**config.mk**
```make
export PLATFORM = sky130hd
export DESIGN_NAME = speed_sensor_fault_supervisor
export DESIGN_NICKNAME = d
export VERILOG_FILES = /design/src/rtl/sensor_fault_pkg.sv /design/src/rtl/speed_sensor_fault_supervisor.sv /design/src/rtl/fault_code_encoder.sv /design/src/rtl/persist_counter.sv
export SDC_FILE = /design/constraint.sdc
export NUM_CORES = 1
export LEC_CHECK = 0
export ABC_AREA = 0
export BUFFER_PORTS_ARGS = -buffer_cell sky130_fd_sc_hd__buf_2
export CAP_MARGIN = 20
export CORE_ASPECT_RATIO = 1.2
export CORE_MARGIN = 10
export CORE_UTILIZATION = 50
export CTS_CLUSTER_DIAMETER = 50
export DETAILED_ROUTE_END_ITERATION = 16
export PLACE_DENSITY = 0.83
export SYNTH_ARGS = -nofsm -noshare
export SYNTH_HDL_FRONTEND = slang
export SYNTH_HIERARCHICAL = 1
export SYNTH_SLANG_ARGS = --single-unit
```
**constraint.sdc**
```tcl
create_clock -name sys_clk -period 2.49 [get_ports sys_clk]
set_clock_uncertainty 0.1 [all_clocks]
set_input_delay 0.6225 -clock sys_clk [delete_from_list [all_inputs] [get_ports sys_clk]]
set_output_delay 0.6225 -clock sys_clk [all_outputs]
set_load 0.05 [all_outputs]
```
**src/rtl/sensor_fault_pkg.sv**
```systemverilog
// shared constants and carrier types for the speed sensor fault supervisor
package sensor_fault_pkg;
   localparam int CODE_W = 14;
   localparam logic [CODE_W-1:0] CODE_NONE        = 14'h0000;
   localparam logic [CODE_W-1:0] CODE_INV_A       = 14'h2814; // 10260
   localparam logic [CODE_W-1:0] CODE_INV_B       = 14'h2815; // 10261
   localparam logic [CODE_W-1:0] CODE_B_VOLT      = 14'h2817; // 10263
   localparam logic [CODE_W-1:0] CODE_S_VOLT      = 14'h2818; // 10264
   localparam logic [CODE_W-1:0] CODE_Z_HIGH      = 14'h281A; // 10266
   localparam logic [CODE_W-1:0] CODE_Z_LOW       = 14'h281B; // 10267
   localparam logic [CODE_W-1:0] CODE_AB_NONE     = 14'h281C; // 10268
   localparam logic [CODE_W-1:0] CODE_NAB_NONE    = 14'h281D; // 10269
   localparam logic [CODE_W-1:0] CODE_PNP_BOTH    = 14'h2810; // 10256
   localparam logic [CODE_W-1:0] CODE_FREQ_LATCH  = 14'h1770; // 6000
   // escalation persistence time in ms and its cycle count at 40 MHz
   localparam int CLK_HZ          = 40_000_000;
   localparam int ESCALATE_MS     = 2000;
   localparam int ESCALATE_CYCLES = (CLK_HZ / 1000) * ESCALATE_MS;
   localparam int NUM_OUTPUTS     = 4;

   // encoder front-end comparator flags, one bit per fault
   typedef struct packed {
      logic invA;       // invalid signal on inverted A
      logic invB;       // invalid signal on inverted B
      logic bVolt;      // B outside voltage window
      logic sVolt;      // S outside min/max window
      logic zHigh;      // index stuck high
      logic zLow;       // index stuck low
      logic abNone;     // no plausible A/B
      logic nabNone;    // no plausible inverted A/B
   } enc_flags_t;

   // open-circuit plausibility per track pair
   typedef struct packed {
      logic pairA;
      logic pairB;
      logic pairZ;
   } open_pairs_t;

   // proximity switch status
   typedef struct packed {
      logic pnpPnp;     // wiring is pnp/pnp
      logic activeA;
      logic activeB;
      logic deviation;  // frequencies differ too much for too long
      logic validA;     // valid signal above standstill on A
      logic validB;     // valid signal above standstill on B
   } prox_t;
endpackage : sensor_fault_pkg

```
**src/rtl/speed_sensor_fault_supervisor.sv**
```systemverilog
// fault supervisor for encoder tracks and proximity switch frequency deviation
// Function
// - report 10260 for invalid inverted A, 10261 for invalid inverted B.
// - report 10263 when B track lies outside its voltage window.
// - report 10264 when S track leaves its min/max window.
// - report 10266 when index track or inverse is stuck high.
// - report 10267 when index track or inverse is stuck low.
// - report 10268 when neither A nor B carries a plausible signal.
// - report 10269 when inverted A and B carry no plausible signal.
// - open circuit lights fault lamp, drops outputs, posts an error.
// - open-circuit report refreshes continuously until the fault disappears.
// - open-circuit report names which of pairs A, B, Z are implausible.
// - after open circuit or error 6000 clears, outputs stay off until restart.
// - long large proximity frequency difference lights lamp and raises a warning.
// - warning and lamp clear once both switches deliver valid signals and the deviation has dropped.
// - during the warning, range monitoring counts as violated.
// - persistent deviation without valid signals latches error 6000, outputs off.
// - error 6000 clears on valid signals on both switches or start falling edge.
// - report 10256 when both pnp/pnp proximity switches are inactive.
`timescale 1ns/1ps
`default_nettype none
module speed_sensor_fault_supervisor
   import sensor_fault_pkg::*;
#(
   parameter int ESCALATE_LIMIT = ESCALATE_CYCLES,
   parameter int N_OUT          = NUM_OUTPUTS
) (
   input  wire logic              sys_clk,
   input  wire logic              rst,
   input  wire enc_flags_t        encFlags,
   input  wire open_pairs_t       openPairs,
   input  wire prox_t             prox,
   input  wire logic              startInputTerminal,
   input  wire logic              startupOk,
   input  wire logic [N_OUT-1:0]  rangeOk,
   output logic [N_OUT-1:0]       outEnable,
   output logic                   faultLed,
   output logic [CODE_W-1:0]      errorCode,
   output logic                   errorValid,
   output open_pairs_t            openReport,
   output logic                   openActive,
   output logic                   freqWarning,
   output logic                   freqLatched,
   output logic                   rangeViolated
);
   typedef enum logic [1:0] {RUN, BLOCKED} out_state_t;

   out_state_t        outState;
   logic [CODE_W-1:0] encCode;
   logic              encAny;
   logic              pnpBoth;
   logic              openNow;
   logic              bothValid;
   logic              escalate;
   logic              startPrev;
   logic              startFall;
   logic              shutdown;
   logic [CODE_W-1:0] next_errorCode;

   // both switches inactive only matters in the pnp/pnp wiring
   assign pnpBoth   = prox.pnpPnp && !prox.activeA && !prox.activeB;
   assign openNow   = openPairs.pairA || openPairs.pairB || openPairs.pairZ;
   assign bothValid = prox.validA && prox.validB;
   assign startFall = startPrev && !startInputTerminal;

   fault_code_encoder u_codes (
      .flags   (encFlags),
      .pnpBoth (pnpBoth),
      .code    (encCode),
      .any     (encAny)
   );

   // warning must stand unbroken, without valid signals, for the whole limit
   persist_counter #(
      .LIMIT (ESCALATE_LIMIT)
   ) u_escalate (
      .sys_clk (sys_clk),
      .rst     (rst),
      .cond    (freqWarning && !bothValid && !freqLatched),
      .expired (escalate)
   );

   // start terminal history for falling edge detection
   always_ff @(posedge sys_clk or posedge rst) begin
      if (rst) begin
         startPrev <= 1'b0;
      end else begin
         startPrev <= startInputTerminal;
      end
   end

   // open-circuit report follows the live pair flags every cycle
   always_ff @(posedge sys_clk or posedge rst) begin
      if (rst) begin
         openReport <= '0;
         openActive <= 1'b0;
      end else begin
         openReport <= openPairs;
         openActive <= openNow;
      end
   end

   // non-latching warning: valid signals on both switches end it once the deviation has dropped
   always_ff @(posedge sys_clk or posedge rst) begin
      if (rst) begin
         freqWarning <= 1'b0;
      end else if (prox.deviation) begin
         freqWarning <= 1'b1;
      end else if (bothValid) begin
         freqWarning <= 1'b0;
      end
   end

   // latched error; a new escalation wins over a clear in the same cycle
   always_ff @(posedge sys_clk or posedge rst) begin
      if (rst) begin
         freqLatched <= 1'b0;
      end else if (escalate) begin
         freqLatched <= 1'b1;
      end else if (bothValid || startFall) begin
         freqLatched <= 1'b0;
      end
   end

   // once shut down, outputs wait for the start-up conditions after the fault ends
   assign shutdown = openActive || freqLatched;
   always_ff @(posedge sys_clk or posedge rst) begin
      if (rst) begin
         outState <= BLOCKED;
      end else begin
         case (outState)
            RUN:     if (shutdown) outState <= BLOCKED;
            BLOCKED: if (!shutdown && startupOk) outState <= RUN;
            default: outState <= BLOCKED;
         endcase
      end
   end

   // latched error outranks the pnp both-inactive and track codes
   always_comb begin
      next_errorCode = encCode;
      if (freqLatched) next_errorCode = CODE_FREQ_LATCH;
   end

   always_ff @(posedge sys_clk or posedge rst) begin
      if (rst) begin
         errorCode  <= CODE_NONE;
         errorValid <= 1'b0;
      end else begin
         errorCode  <= next_errorCode;
         // live open-circuit flag so the error posts together with openActive
         errorValid <= encAny || freqLatched || openNow;
      end
   end

   // warning forces range monitoring to count as violated on every output
   assign rangeViolated = freqWarning;
   assign faultLed = openActive || freqWarning || freqLatched;
   always_comb begin
      for (int i = 0; i < N_OUT; i++) begin
         outEnable[i] = (outState == RUN) && !shutdown && !freqWarning && rangeOk[i];
      end
   end
endmodule : speed_sensor_fault_supervisor
`default_nettype wire

```
**src/rtl/fault_code_encoder.sv**
```systemverilog
// priority encoder from encoder fault flags to numeric error codes
`timescale 1ns/1ps
`default_nettype none
module fault_code_encoder
   import sensor_fault_pkg::*;
(
   input  wire enc_flags_t            flags,
   input  wire logic                  pnpBoth,
   output logic [CODE_W-1:0]          code,
   output logic                       any
);
   // lowest code number wins when several faults stand together
   always_comb begin
      code = CODE_NONE;
      if (pnpBoth)            code = CODE_PNP_BOTH;
      else if (flags.invA)    code = CODE_INV_A;
      else if (flags.invB)    code = CODE_INV_B;
      else if (flags.bVolt)   code = CODE_B_VOLT;
      else if (flags.sVolt)   code = CODE_S_VOLT;
      else if (flags.zHigh)   code = CODE_Z_HIGH;
      else if (flags.zLow)    code = CODE_Z_LOW;
      else if (flags.abNone)  code = CODE_AB_NONE;
      else if (flags.nabNone) code = CODE_NAB_NONE;
      any = (code != CODE_NONE);
   end
endmodule : fault_code_encoder
`default_nettype wire

```
**src/rtl/persist_counter.sv**
```systemverilog
// saturating persistence counter that flags when a condition holds long enough
`timescale 1ns/1ps
`default_nettype none
module persist_counter #(
   parameter int LIMIT = 4
) (
   input  wire logic sys_clk,
   input  wire logic rst,
   input  wire logic cond,
   output logic      expired
);
   localparam int CW = $clog2(LIMIT + 1);
   localparam logic [CW-1:0] LIM = CW'(LIMIT);
   logic [CW-1:0] count;

   // restarts whenever the condition drops, so only unbroken spans count
   always_ff @(posedge sys_clk or posedge rst) begin
      if (rst) begin
         count <= '0;
      end else if (!cond) begin
         count <= '0;
      end else if (count != LIM) begin
         count <= count + CW'(1);
      end
   end

   assign expired = cond && (count == LIM);
endmodule : persist_counter
`default_nettype wire

```
==> flow_summary.json <==
{
  "grt_usage_pct": 12.9,
  "final_cell_area_sq_mm": 0.00292,
  "cp_top_family": "flip-flops",
  "maxSlewViolCount": 0,
  "cp-end-kind": "output pin",
  "r2r_start": "u_escalate/count[16]",
  "reg2reg_slack_ps": 420,
  "wl_per_cell_um": 14.8,
  "worstPathCellList": "buf_4 > or3_1 > buf_2",
  "place_inst": 346,
  "numCtsBuffers": 5,
  "hold_class": "primary input to asynchronous set/reset pin",
  "layout_commonest_cell": "buf_2",
  "cts_root_buf": "clkbuf_8",
  "num_vias": 1955,
  "die_w_um": 84.6,
  "grt_pass1_wl_um": 9030,
  "drive_gt1_share_pct": 28.6,
  "r2r_end": "u_escalate/count[1]",
  "run_status": "complete, no violations",
  "fp.dieH_um": 97.5,
  "tns_ps": 0,
  "startpoint_type": "flip-flop",
  "viasPerCell": 5.52,
  "critPathSlowestCell": "dfrtp_1",
  "fp-row-count": 28,
  "period_minus_slack_ps": 2360,
  "syn_inst": 240,
  "ioPinCount": 52,
  "htreeDepth": 2,
  "endpoint": "faultLed",
  "stdcell_count": 354,
  "max_freq_mhz": 424,
  "ir_drop_mv": 0.386,
  "final_nets": 320,
  "period_share_pct": 94.8,
  "start_util_pct": 51.0,
  "p_leak_uw": 0.00131,
  "hold_viol": 0,
  "dp_hpwl_um": 4010,
  "cap_violations": 0,
  "maxSlewHeadroom_pct": 45.5,
  "cp_data_required_time_ps": 1770,
  "diodes": 0,
  "grt_pass1_vias": 2069,
  "rsz0062_at_grt": "false",
  "synth-seq-cells": 50,
  "syn-mean-instance-area_sq_um": 10.4,
  "netlist_area_sq_mm": 0.00250,
  "synthFlopType": "dfrtp_1",
  "postCtsSetupBuffers": 0,
  "cts_tree": "built",
  "design.core.area_sq_mm": 0.00490,
  "cts.sinks": 50,
  "yosysWarnings": 6,
  "crit_arrival_ps": 1640,
  "p_per_area_mw_per_mm2": 568,
  "holdBufCountCts": 0,
  "critPathBufInv": 2,
  "grt_max_degree": 28,
  "dpl_cell_area_sq_mm": 0.00280,
  "drc_errors": 0,
  "cts_resized": 0,
  "crit_path_start": "freqLatched",
  "synth-async-reset-ratio_pct": 100,
  "antenna_found_initial": 0,
  "tightest_slew_ps": 816,
  "synth_edf_count": 0,
  "antenna_left": 0,
  "dieArea_sq_mm": 0.00825,
  "cts.clk_slew.worst_paths_ps": 100,
  "area_growth_pct": 16.6,
  "grt.overflow.total": 0,
  "slowest_delay_ps": 530,
  "path_depth": 3,
  "whs_ps": 270,
  "routed_wirelength_um": 5230,
  "drt-initial-drc-count": 136,
  "clockBufferDepth": 2,
  "nFillCells": 428,
  "final_util_pct": 59.5,
  "synth.distinct_cells": 50,
  "yosysSeqAreaShare_pct": 50.1,
  "reg2reg_depth": 4,
  "first_pass_iters": 4,
  "layout_common_cells": "51 x buf_2, 49 x dfrtp_1, 16 x nand2_1",
  "crit_type": "flip-flop to output pin",
  "setup_viol": 0,
  "clock_latency_ps": 310,
  "worstPathMaxFanout": 12,
  "io_buffers": 51,
  "gp_congestion": 0.807
}
through the flow:
| stage | total power (uW) | worst slack (ps) |
|---|---|---|
| floorplan | 1020 | 208 |
| global placement | 1070 | 322 |
| detailed placement | 1080 | 278 |
| CTS | 1670 | 105 |
| global route | 1730 | 5.68 |
| finish | 1660 | 130 |
worst reg2reg max path, cell delays in order, from the launching register on:
cell,delay [ps]
dfrtp_1,440
or4_1,540
or3_4,350
nor4_4,340
mux2i_1,230
flip-flops by register name, summed over array words and instances (netlist names):
| name | cells |
|---|---|
| freqLatched | 1 |
| u_escalate/count | 27 |
| freqWarning | 1 |
| errorValid | 1 |
| errorCode | 14 |
| outState | 1 |
| openActive | 1 |
| startPrev | 1 |
| openReport | 3 |
synth_stat cells (all sizes together), types with 5 or more instances:
master  instances  area share [%]
or3             6             1.9
or2             7             1.7
a21oi          10             2.1
nor4            5             2.5
nor2b           8             2.0
and2            7             1.7
inv             8             1.2
nand2          16             2.4
nand4          10             2.7
nand2b          5             1.3
dfrtp          49              49
or4             8             2.4
xor2            9             3.2
o21ai           5             1.2
clkbuf          5            0.75
o31ai           7             2.1
and4            6             2.1
nor2           15             2.2
buf            12             3.4
nand3          10             2.0
metal layers:
metal	wire length (um)	up-vias	track usage (%)	share of wire [%]
met5	0	-	0	0
met3	498	14	6.29	9.5
met4	104	0	5.71	2.0
met1	2190	932	13.8	42
li1	-	945	-	-
met2	2440	64	20.8	47
worst min-delay path by stage:
stage / end / startpoint / cells past startpoint / slack (ps)
floorplan: outState[0] / outState[0] / 2 / 380
global placement: outState[0] / outState[0] / 2 / 390
detailed placement: outState[0] / outState[0] / 2 / 410
CTS: u_escalate/count[5] / rst / 3 / 280
global route: u_escalate/count[7] / rst / 3 / 290
finish: u_escalate/count[3] / rst / 3 / 270
cell type report:
class	instances	area (sq um)	share of cell area, %
Inverter	9	33.8	1.16
Tap cell	60	75.1	2.57
Multi-Input combinational cell	170	1130	38.9
Sequential cell	50	1250	42.9
Clock inverter	2	38.8	1.33
Clock buffer	6	82.6	2.83
Timing Repair Buffer	57	300	10.3
cells by family after synthesis:
logic type / share of synthesized area [%]
AOI/OAI and AO/OA: 10.4
DFF: 50.1
and+or+nand+nor: 27.9
muxes: 1.20
adders and majority gates: 1.00
buffers and inverters: 5.50
xor gates and xnor gates: 3.85
other: 0.150
where the power goes:
part | internal (uW) | switching [uW] | total (uW)
Combinational | 64.4 | 139 | 203
Clock | 330 | 268 | 598
Sequential | 838 | 19.1 | 857
No activity file was read; power rests on OpenSTA's default activity.
